### src/hdl/pos_pkg.sv
// Purpose: shared constants and types for shaft orientation and bias logic
// Assumes: 25 MHz clock, speeds in 0.01 Hz, gain in 0.01 rad/s
// Notes:   encoder counts are four per line (quadrature)
`default_nettype none
package pos_pkg;
    localparam int CLK_PERIOD_NS   = 40;
    localparam int CTRL_PERIOD_NS  = 2_000_000;
    localparam int CTRL_PERIOD_CYC = CTRL_PERIOD_NS / CLK_PERIOD_NS;
    localparam int DELAY_UNIT_NS   = 10_000_000;
    localparam int DELAY_UNIT_CYC  = DELAY_UNIT_NS / CLK_PERIOD_NS;
    localparam int LOOP_SHIFT      = 8;

    localparam int STOP_W = 12;
    localparam logic [15:0] PPR_MIN   = 16'h0080;
    localparam logic [15:0] PPR_MAX   = 16'hffff;
    localparam logic [15:0] SPEED_MAX = 16'h2ee0;
    localparam logic [15:0] WIN_MAX   = 16'h2710;
    localparam logic [15:0] GAIN_MAX  = 16'h2710;
    localparam logic [15:0] DELAY_MAX = 16'h03e7;

    localparam logic [1:0] DIR_FWD  = 2'h0;
    localparam logic [1:0] DIR_REV  = 2'h1;
    localparam logic       SIGN_SUB = 1'h1;

    typedef struct packed {
        logic [STOP_W-1:0] home_stop_point;
        logic [15:0]       home_search_speed;
        logic [1:0]        home_search_direction;
        logic [13:0]       home_done_window;
        logic [9:0]        home_done_delay;
        logic [13:0]       position_loop_gain;
        logic [15:0]       encoder_pulses_per_rev;
    } orient_cfg_s;

    typedef enum logic [1:0] {
        ST_IDLE     = 2'b00,
        ST_SEARCH   = 2'b01,
        ST_POSITION = 2'b11,
        ST_DONE     = 2'b10
    } home_state_e;
endpackage
`default_nettype wire

### src/hdl/quad_counter.sv
// Purpose: quadrature position counter with index detection
// Assumes: encoder pins are asynchronous to clock_i
// Notes:   A leading B counts up; index is the positive leg high, negative low
`timescale 1ns/1ps
`default_nettype none
module quad_counter #(
    parameter int CNT_W = 32
) (
    input  wire logic                    clock_i,
    input  wire logic                    arst_n_i,
    input  wire logic                    enc_a_i,
    input  wire logic                    enc_b_i,
    input  wire logic                    index_pulse_positive_i,
    input  wire logic                    index_pulse_negative_i,
    output logic signed [CNT_W-1:0]      count_o,
    output logic                         index_o
);
    logic [3:0] pin_meta;
    logic [3:0] pin_sync;
    logic [2:0] pin_last;

    wire a_now     = pin_sync[0];
    wire b_now     = pin_sync[1];
    wire index_now = pin_sync[2] & ~pin_sync[3];
    wire a_edge    = a_now ^ pin_last[0];
    wire b_edge    = b_now ^ pin_last[1];
    wire step      = a_edge ^ b_edge;
    wire step_up   = a_now ^ pin_last[1];

    always_ff @(posedge clock_i or negedge arst_n_i) begin
        if (!arst_n_i) begin
            pin_meta <= 4'h0;
            pin_sync <= 4'h0;
            pin_last <= 3'h0;
            count_o  <= '0;
            index_o  <= 1'b0;
        end else begin
            pin_meta <= {index_pulse_negative_i, index_pulse_positive_i,
                         enc_b_i, enc_a_i};
            pin_sync <= pin_meta;
            pin_last <= {index_now, b_now, a_now};
            index_o  <= index_now & ~pin_last[2];
            if (step) begin
                count_o <= step_up ? count_o + 1'b1 : count_o - 1'b1;
            end
        end
    end
endmodule
`default_nettype wire

### src/hdl/shaft_orientation_and_bias.sv
// Purpose: position bias, speed bias and home search for a motor drive
// Assumes: at_speed_i comes from the speed ramp on the same clock
// Notes:   speed values in 0.01 Hz, position in quadrature counts
//
// Notes on behaviour
// - add position bias every 2 ms period in pulse mode
// - speed bias added only while terminal on
// - sign setting selects add or subtract
// - run with orientation on accelerates to search speed
// - running motor switches to search speed
// - at search speed, first index starts positioning
// - target one turn forward, two turns reverse
// - loop gain sets approach deceleration below the search speed cap
// - done after delay once inside window
// - done held until orientation input drops
// - servo lock holds until run removed
// - stop point is one of 4096 points
// - stop point scaled to encoder counts internally
// - index detection position is reference point
// - direction code 00 forward, 01 reverse
// - search speed limited to 120.00 Hz
// - completion window limited to 10000 pulses
// - encoder lines limited to 128..65535
// - loop gain limited to 100.00 rad/s
`timescale 1ns/1ps
`default_nettype none
module shaft_orientation_and_bias #(
    parameter int CTRL_PERIOD_CYCLES = pos_pkg::CTRL_PERIOD_CYC,
    parameter int DELAY_UNIT_CYCLES  = pos_pkg::DELAY_UNIT_CYC
) (
    input  wire logic                 clock_i,
    input  wire logic                 arst_n_i,
    input  wire logic                 pulse_mode_i,
    input  wire logic signed [15:0]   position_data_delta_i,
    input  wire logic signed [15:0]   position_bias_pulses_i,
    input  wire logic signed [16:0]   speed_command_i,
    input  wire logic [15:0]          speed_bias_frequency_i,
    input  wire logic                 speed_bias_sign_i,
    input  wire logic                 speed_bias_terminal_i,
    input  wire logic                 run_i,
    input  wire logic                 orientation_request_input_i,
    input  wire logic                 at_speed_i,
    input  wire pos_pkg::orient_cfg_s cfg_i,
    input  wire logic                 enc_a_i,
    input  wire logic                 enc_b_i,
    input  wire logic                 index_pulse_positive_i,
    input  wire logic                 index_pulse_negative_i,
    output logic signed [16:0]        position_step_o,
    output logic                      step_valid_o,
    output logic signed [17:0]        speed_ref_o,
    output logic                      position_mode_o,
    output logic                      positioning_done_output_o
);
    import pos_pkg::*;

    localparam int PW = $clog2(CTRL_PERIOD_CYCLES);
    localparam int UW = $clog2(DELAY_UNIT_CYCLES);
    localparam logic [PW-1:0] PERIOD_LAST = PW'(CTRL_PERIOD_CYCLES - 1);
    localparam logic [UW-1:0] UNIT_LAST   = UW'(DELAY_UNIT_CYCLES - 1);

    function automatic logic [15:0] clamp_u(input logic [15:0] v,
                                            input logic [15:0] lo,
                                            input logic [15:0] hi);
        if (v < lo) begin
            return lo;
        end else if (v > hi) begin
            return hi;
        end
        return v;
    endfunction

    function automatic logic [31:0] abs32(input logic signed [31:0] v);
        return v < 0 ? 32'(-v) : 32'(v);
    endfunction

    function automatic logic signed [17:0] sat18(
            input logic signed [47:0] v, input logic [15:0] lim);
        logic signed [47:0] lim_s;
        lim_s = $signed({32'h0, lim});
        if (v > lim_s) begin
            return $signed({2'b00, lim});
        end else if (v < -lim_s) begin
            return -$signed({2'b00, lim});
        end
        return v[17:0];
    endfunction

    // terminal inputs from pins
    logic [1:0] orient_sync;
    logic [1:0] add_sync;
    wire orient_on = orient_sync[1];
    wire add_on = add_sync[1];

    logic signed [31:0] enc_count;
    logic               index_seen;

    quad_counter #(.CNT_W(32)) i_quad_counter (
        .clock_i                (clock_i),
        .arst_n_i               (arst_n_i),
        .enc_a_i                (enc_a_i),
        .enc_b_i                (enc_b_i),
        .index_pulse_positive_i (index_pulse_positive_i),
        .index_pulse_negative_i (index_pulse_negative_i),
        .count_o                (enc_count),
        .index_o                (index_seen)
    );

    // settings held to their legal ranges
    wire [15:0] ppr_c   = clamp_u(cfg_i.encoder_pulses_per_rev,
                                  PPR_MIN, PPR_MAX);
    wire [15:0] speed_c = clamp_u(cfg_i.home_search_speed,
                                  16'h0000, SPEED_MAX);
    wire [15:0] win_c   = clamp_u({2'b00, cfg_i.home_done_window},
                                  16'h0000, WIN_MAX);
    wire [15:0] gain_c  = clamp_u({2'b00, cfg_i.position_loop_gain},
                                  16'h0000, GAIN_MAX);
    wire [15:0] delay_c = clamp_u({6'h00, cfg_i.home_done_delay},
                                  16'h0000, DELAY_MAX);

    // stop point scaled from 1/4096 turn to counts
    wire [17:0] cpr        = {ppr_c, 2'b00};
    wire [29:0] stop_prod  = cfg_i.home_stop_point * cpr;
    wire [17:0] stop_cnts  = stop_prod[29:STOP_W];
    wire        dir_rev    = cfg_i.home_search_direction == DIR_REV;
    wire signed [31:0] fwd_offset = $signed({14'h0, stop_cnts})
                                  + $signed({14'h0, cpr});
    wire signed [31:0] rev_offset = $signed({14'h0, stop_cnts})
                                  - $signed({13'h0, cpr, 1'b0});

    home_state_e        state;
    home_state_e        next_state;
    logic signed [31:0] target;
    logic [PW-1:0]      period_cnt;
    logic [UW-1:0]      unit_cnt;
    logic [9:0]         delay_cnt;

    // control period divider
    wire period_tick = period_cnt == PERIOD_LAST;

    // position loop: speed proportional to remaining counts
    wire signed [31:0] deviation = target - enc_count;
    wire signed [47:0] loop_prod = 48'(deviation)
                                 * $signed({32'h0, gain_c});
    wire signed [47:0] loop_scaled = loop_prod >>> LOOP_SHIFT;
    wire signed [17:0] loop_speed = sat18(loop_scaled, speed_c);

    wire in_window  = abs32(deviation) <= {16'h0, win_c};
    wire pos_window = state == ST_POSITION && in_window;
    wire unit_tick  = unit_cnt == UNIT_LAST;
    wire elapsed    = pos_window && {6'h00, delay_cnt} >= delay_c;
    wire lock_now   = at_speed_i && index_seen;

    wire signed [16:0] next_step = {position_data_delta_i[15],
                                    position_data_delta_i}
                                 + (pulse_mode_i
                                    ? {position_bias_pulses_i[15],
                                       position_bias_pulses_i}
                                    : 17'h00000);

    wire signed [17:0] bias_val = speed_bias_sign_i == SIGN_SUB
                                ? -$signed({2'b00, speed_bias_frequency_i})
                                : $signed({2'b00, speed_bias_frequency_i});
    wire signed [17:0] search_val = dir_rev ? -$signed({2'b00, speed_c})
                                            : $signed({2'b00, speed_c});
    wire signed [17:0] idle_val = {speed_command_i[16], speed_command_i}
                                + (add_on ? bias_val : 18'h00000);

    logic signed [17:0] next_speed;
    always_comb begin
        unique case (state)
            ST_IDLE:   next_speed = idle_val;
            ST_SEARCH: next_speed = search_val;
            default:   next_speed = loop_speed;
        endcase
    end

    always_comb begin
        next_state = state;
        unique case (state)
            ST_IDLE: begin
                if (run_i && orient_on) begin
                    next_state = ST_SEARCH;
                end
            end
            ST_SEARCH: begin
                if (!run_i || !orient_on) begin
                    next_state = ST_IDLE;
                end else if (lock_now) begin
                    next_state = ST_POSITION;
                end
            end
            ST_POSITION: begin
                if (!run_i) begin
                    next_state = ST_IDLE;
                end else if (elapsed) begin
                    next_state = ST_DONE;
                end
            end
            ST_DONE: begin
                if (!run_i) begin
                    next_state = ST_IDLE;
                end
            end
        endcase
    end

    wire next_done = elapsed || (positioning_done_output_o && orient_on);

    always_ff @(posedge clock_i or negedge arst_n_i) begin
        if (!arst_n_i) begin
            orient_sync <= 2'h0;
            add_sync <= 2'h0;
            period_cnt <= '0;
            step_valid_o <= 1'b0;
            position_step_o <= '0;
        end else begin
            orient_sync <= {orient_sync[0], orientation_request_input_i};
            add_sync <= {add_sync[0], speed_bias_terminal_i};
            period_cnt <= period_tick ? '0 : period_cnt + 1'b1;
            step_valid_o <= period_tick;
            if (period_tick) begin
                position_step_o <= next_step;
            end
        end
    end

    always_ff @(posedge clock_i or negedge arst_n_i) begin
        if (!arst_n_i) begin
            state <= ST_IDLE;
            target <= '0;
            speed_ref_o <= '0;
            positioning_done_output_o <= 1'b0;
        end else begin
            state <= next_state;
            speed_ref_o <= next_speed;
            positioning_done_output_o <= next_done;
            if (state == ST_SEARCH && lock_now) begin
                // reference is the count at the index edge
                target <= enc_count + (dir_rev ? rev_offset
                                               : fwd_offset);
            end
        end
    end

    // completion delay counted in 0.01 s units from window entry
    always_ff @(posedge clock_i or negedge arst_n_i) begin
        if (!arst_n_i) begin
            unit_cnt <= '0;
            delay_cnt <= '0;
        end else if (!pos_window) begin
            unit_cnt <= '0;
            delay_cnt <= '0;
        end else begin
            unit_cnt <= unit_tick ? '0 : unit_cnt + 1'b1;
            if (unit_tick && delay_cnt != 10'h3ff) begin
                delay_cnt <= delay_cnt + 1'b1;
            end
        end
    end

    assign position_mode_o = state == ST_POSITION || state == ST_DONE;
endmodule
`default_nettype wire

### config.mk
export PLATFORM = sky130hd
export DESIGN_NAME = shaft_orientation_and_bias
export DESIGN_NICKNAME = d
export VERILOG_FILES = /design/src/hdl/pos_pkg.sv /design/src/hdl/quad_counter.sv /design/src/hdl/shaft_orientation_and_bias.sv
export SDC_FILE = /design/constraint.sdc
export NUM_CORES = 2
export LEC_CHECK = 0
export BUFFER_PORTS_ARGS = -buffer_cell sky130_fd_sc_hd__buf_2
export CORE_AREA = 2 2 276 278
export DETAILED_ROUTE_END_ITERATION = 10
export DIE_AREA = 0 0 278 280
export PLACE_DENSITY = 0.72
export SLEW_MARGIN = 15
export SYNTH_ARGS = -nofsm -noshare
export SYNTH_HDL_FRONTEND = slang
export SYNTH_HIERARCHICAL = 1
export SYNTH_SLANG_ARGS = --single-unit
### constraint.sdc
create_clock -name clock_i -period 13.8 [get_ports clock_i]
set_input_delay 1.38 -clock clock_i [delete_from_list [all_inputs] [get_ports clock_i]]
set_output_delay 1.38 -clock clock_i [all_outputs]
set_load 0.02 [all_outputs]
# == After elaboration in Yosys (flattened, before gate mapping) ==
# Index checks and enable logic that the tools add are counted.
# totals
regBits,163
input_bits,161
out_inout_bits,38
wordCells,123
# classes
addsub,15
mul,2
n_lt_le_gt_ge,12
n_eq_ne,12
muxes,44
bitwise_logic,8
reduce_logical,14
# op_table
operator,n
$mux 16,13
$mux 18,8
$mux 32,3
$lt 40x48->1,1
$mul 32x17->48,1
$neg 16->48,1
$gt 40x17->1,1
$neg 16->18,2
$pmux 18 s2,1
$add 32x1->32 const B,1
$add 32x32->32,1
$le 32x16->1,1
$lt 32x1->1 const B,1
$neg 32->32,1
$sub 32x1->32 const B,1
$sub 32x32->32,1
$gt 14x14->1 const B,2
$mul 12x16->28,1
$mux 10,2
$sub 18x19->20,1
$add 18x18->19,1
$add 18x1->18 const B,1
$add 18x18->18,1
$eq 18x18->1 const B,1
28 further kinds,59

# == Longest topological paths before layout ==
# logic_depth
ltp_word,10
mapped_depth,50
ltp_nobuf,49

# == Modules after synthesis ==
# The synthesis kept the hierarchy.
# by_module_without_submodules
module,n_inst,cells_each,area_per_inst_um2,seq_area_each_um2
shaft_orientation_and_bias,1,4675,37592.3,2977.9
quad_counter,1,393,3245.6,1101.1

# == Worst setup path before layout ==
# OpenSTA, ideal clock, no wires.
# synth_timing
path_type,input-to-reg
start,input cfg_i[10] (netlist bit)
end,register target[29]
setup_time_ps,136
t_arrival_ps,11411
required_time_ps,13664
slack_ps,2252
cell_stages,46
n_path_buf,2
path_cell_list,nor4_1 -> nand3b_1 -> clkbuf_1 -> clkbuf_1 -> and3_1 -> fa_1 -> inv_1 -> fa_1 -> fa_1 -> inv_1 -> fa_1 -> inv_1 -> fa_1 -> inv_1 -> ha_1 -> or2_2 -> a41oi_1 -> a21oi_1 -> [... 10 more ...] -> a21oi_1 -> o21bai_1 -> a2111oi_0 -> o311ai_0 -> a21oi_1 -> xor2_1 -> o21ai_0 -> ha_1 -> a21o_1 -> a21o_1 -> a21o_1 -> a21oi_1 -> a21boi_0 -> o41a_1 -> a211o_1 -> a31oi_1 -> xor2_1 -> o21ai_0
# synth_via
elab_chain_cells,8
word_cells_on_any_way,11
classes_between,add/sub: 3; mul: 1; order compare: 2; mux: 5
# synth_rtl
item,line_no,source
"start, declared",shaft_orientation_and_bias.sv:43,"input wire pos_pkg::orient_cfg_s cfg_i,"
$gt 16x16->1,shaft_orientation_and_bias.sv:66,end else if (v > hi) begin
$mux 1,shaft_orientation_and_bias.sv:66,
$mux 1,shaft_orientation_and_bias.sv:64,if (v < lo) begin
$mux 16 *,shaft_orientation_and_bias.sv:69,return v;
$mul 12x16->28,shaft_orientation_and_bias.sv:122,wire [29:0] stop_prod = cfg_i.home_stop_point * cpr;
$sub 18x19->20 or $add 18x18->19 (tied branches),"shaft_orientation_and_bias.sv:128, shaft_orientation_and_bias.sv:126",
$mux 32 *,shaft_orientation_and_bias.sv:239,target <= enc_count + (dir_rev ? rev_offset
$add 32x32->32 *,shaft_orientation_and_bias.sv:239,
"end signal, assigned",shaft_orientation_and_bias.sv:239,
"end, declared",shaft_orientation_and_bias.sv:132,logic signed [31:0] target;
# Every way passes the cells marked *; elsewhere a longest branch is shown, timed or not.
# A chain may end at the register's enable or synchronous reset.

# == Worst setup path after layout ==
# layout_timing
start,input cfg_i[12] (netlist bit)
end,register target[29]
# Same word-level chain as after synthesis.

==> Flow_metrics.wiki <==
{| class="wikitable"
! Metric !! Value
|-
| Vias per cell || roughly 5.8
|-
| Number of top-level pins || between 150 and 200
|-
| Area share of xor/xnor cells in the synthesized design || 5.74%
|-
| Fraction of the mapped netlist area in simple logic gates || between 20 and 25%
|-
| Nets || between 6k and 7k
|-
| Number of routed nets with antenna violations || 0
|-
| Total overflow reported by the global router || 0
|-
| Hold path startpoint || i_quad_counter/pin_meta[1]
|-
| # H-tree levels || 4
|-
| Portion of netlist area occupied by mux cells || less than 1%
|-
| CP max stage cell || a2111oi_0
|-
| Max Fclk || just under 80 MHz
|-
| Max_slew headroom || 26.8%
|-
| Worst-case reg-to-reg path depth || between 40 and 50
|-
| Synth warnings || 6
|-
| Number of rows in the core area || between 100 and 150
|-
| Endpoint class of the critical path || register
|-
| Via Count || ~35k
|-
| Routed wire length per instance || roughly 18 um
|-
| Critical path data required time || roughly 14000 ps
|-
| Post-detailed-route DRC marker count || 0
|-
| Fraction of layout instances using a drive strength above 1 || between 7 and 8%
|-
| Critical path launch point type || input pin
|-
| Maximum buffer depth of the clock tree || 2
|-
| Post-synthesis async set-or-reset flop share || 100%
|-
| Number of I/O port buffers || approximately 200
|-
| Worst path max stage delay || about 800 ps
|-
| Number of DRC violations after detailed-routing iteration 0 || roughly 2.9k
|-
| Final period demand of the worst path || 12870 ps
|-
| Effective utilization at floorplan || between 50 and 60%
|-
| Area share of the leading cell type in the synthesized netlist || between 20% and 30%
|-
| Detailed placement HPWL || 89800 um
|-
| First-pass GRT wire length || 182000 um
|-
| CTS tree || done
|-
| Critical Path AT || roughly 13000 ps
|-
| Most used flip-flop cell after synthesis || dfrtp_1
|-
| Worst R2R Setup Slack || ~1200 ps
|-
| Register area share after synthesis || around a tenth
|-
| Area of the die || around 80000 um2
|-
| Maximum number of pins on one net before global-route repair || 64
|-
| Unique masters post-synth || 95
|-
| Critical path class || in -> reg
|-
| GRT Total Usage || 29.1%
|-
| Top post-synthesis cells by area || fa_1, ha_1, dfrtp_1
|-
| Worst-case hold path end point || i_quad_counter/pin_sync[1]
|-
| Netlist area before placement || ~41000 um2
|-
| Run status || completed
|-
| Final setup viols || 0
|-
| Worst min-delay path class || reg -> reg
|-
| TNS Setup || 0 ps
|-
| Clk Latency, worst-skew pair || between 400 and 500 ps
|-
| Synth-to-layout area growth || 6.35%
|-
| Complex-gate fraction of the synthesized area || between 10% and 20%
|-
| Main combinational cell family by area after synthesis || adder cells
|-
| Worst r2r dst || speed_ref_o[9]
|-
| Number of synthesized flops with an enable pin || 0
|-
| Average footprint of a synthesized cell || between 8 and 9 um2
|-
| Critical Path Fanout Max || 40
|-
| Clock slew at the register clock pins of the worst setup and hold paths || about 80 ps
|-
| Final max-slew violation count || 0
|-
| Number of instances in the placed design || around 6.1k
|-
| Number of instances on the worst hold path || 0
|-
| Launching point of the worst reg2reg path || i_quad_counter/count_o[0]
|-
| Final wirelength || roughly 110000 um
|-
| Final hold viol count || 0
|-
| Synthesized instance count || between 5k and 6k
|-
| Unrepaired setup endpoints after global routing || false
|-
| Synthesized-area fraction occupied by adder cells || 39.7%
|-
| Number of antenna violations at the first check in global routing || 12
|-
| Number of instances resized during post-cts repair || 0
|-
| Number of buffers added by the clock tree synthesis step || 17
|-
| Clock tree skew after final layout || approximately 19 ps
|-
| # clock sinks || ~160
|-
| Core box area || about 75000 um2
|-
| Root buf cell || clkbuf_16
|-
| Hold Buf Count CTS || 0
|-
| Weighted congestion reported at the end of routability-driven placement || a little over 0.9
|-
| Post-synthesis sequential element count || between 150 and 200
|-
| Number of global-route vias before repair || ~36k
|-
| Post CTS Setup Buffer Count || 0
|-
| Cell taking the most area after synthesis || fa_1
|-
| Most used cell, CP || a21oi_1
|-
| Reported max-cap violation count || 0
|-
| Crit share post-route || between 90% and 100%
|-
| Transition time at the pin with the least slew margin || around 1100 ps
|-
| Most frequent cells after synthesis || inv_1, nand2_1, fa_1, ha_1, nor2_1
|-
| Post-Layout Cell Count || 6126
|-
| Y dimension of the die || around 280 um
|-
| Pre-antenna DRT Iters || 6
|-
| Width of the die || roughly 280 um
|-
| Most instantiated library cell after synthesis || inv_1
|}
-- metal layers --
layer	part of all wire, %	vias up	track usage, %
met5	0.060	-	0
met4	3.1	10	9.73
met1	43	17221	38.5
met2	46	1262	47.4
met3	8.5	215	6.60
li1	-	16665	-
-- cells by family after synthesis --
logic type / Yosys count
buffers and inverters: 1114
and+or+nand+nor: 1729
xor gates and xnor gates: 267
other: 1
DFF: 163
AOI/OAI and AO/OA: 803
muxes: 34
adders and majority gates: 957
-- worst max-delay path: cells and delay by family --
| family | cells | cell delay (ps) |
|---|---|---|
| AOI/OAI and AO/OA | 23 | 5340 |
| and+or+nand+nor | 7 | 2150 |
| buffers and inverters | 5 | 680 |
| xor gates and xnor gates | 3 | 460 |
| adders and majority gates | 8 | 3230 |
-- layout make-up --
class                      instances  area [um2]
inverter                         890        3340
clock inverter                    15         179
antenna                            6        15.0
tap                              978        1220
sequential                       163        4080
fill                            6908       31800
multi-input combinational       3793       32700
clock buffer                      17         425
timing repair buffer             264        1490
-- per-stage QoR --
step,worst slack (ps),hold WS [ps],util [%],instance area [um2]
floorplan,2250,331,-,40800
global placement,807,335,56.9,42800
detailed placement,582,335,56.9,42800
CTS,837,353,57.7,43400
global route,95.7,364,57.8,43400
finish,928,350,57.8,43400
-- worst max path at each step --
stage	start	end	cells past startpoint
2_1_floorplan	cfg_i[10]	target[29]	46
3_3_place_gp	cfg_i[12]	target[29]	46
3_5_place_dp	cfg_i[12]	target[29]	46
4_1_cts	i_quad_counter/count_o[0]	speed_ref_o[2]	39
5_1_grt	i_quad_counter/count_o[4]	speed_ref_o[9]	40
6_report	cfg_i[12]	target[29]	46
-- registers in the layout (all words and copies together), names as in the netlist, 3 cells and up --
register                 cells
position_step_o             17
i_quad_counter/count_o      32
i_quad_counter/pin_last      3
i_quad_counter/pin_sync      4
unit_cnt                    18
i_quad_counter/pin_meta      4
target                      32
period_cnt                  16
speed_ref_o                 18
delay_cnt                   10
-- cell usage in the layout (no fill, tap or decap), drive strengths merged, types with 39 or more instances in the layout --
cell type / instances
inv: 896
nor4: 63
nor2b: 47
and3: 76
ha: 394
nor2: 287
buf: 264
a21oi: 203
fa: 563
or3: 39
xor2: 96
nand4: 53
xnor2: 171
nand2: 691
nand2b: 56
o21ai: 167
dfrtp: 163
nand3: 79
a21o: 82
a211oi: 41
nor3: 124
and2: 125
Power is not shown: default switching activity piles up to over one toggle a cycle in this logic, so the estimate is an artifact.
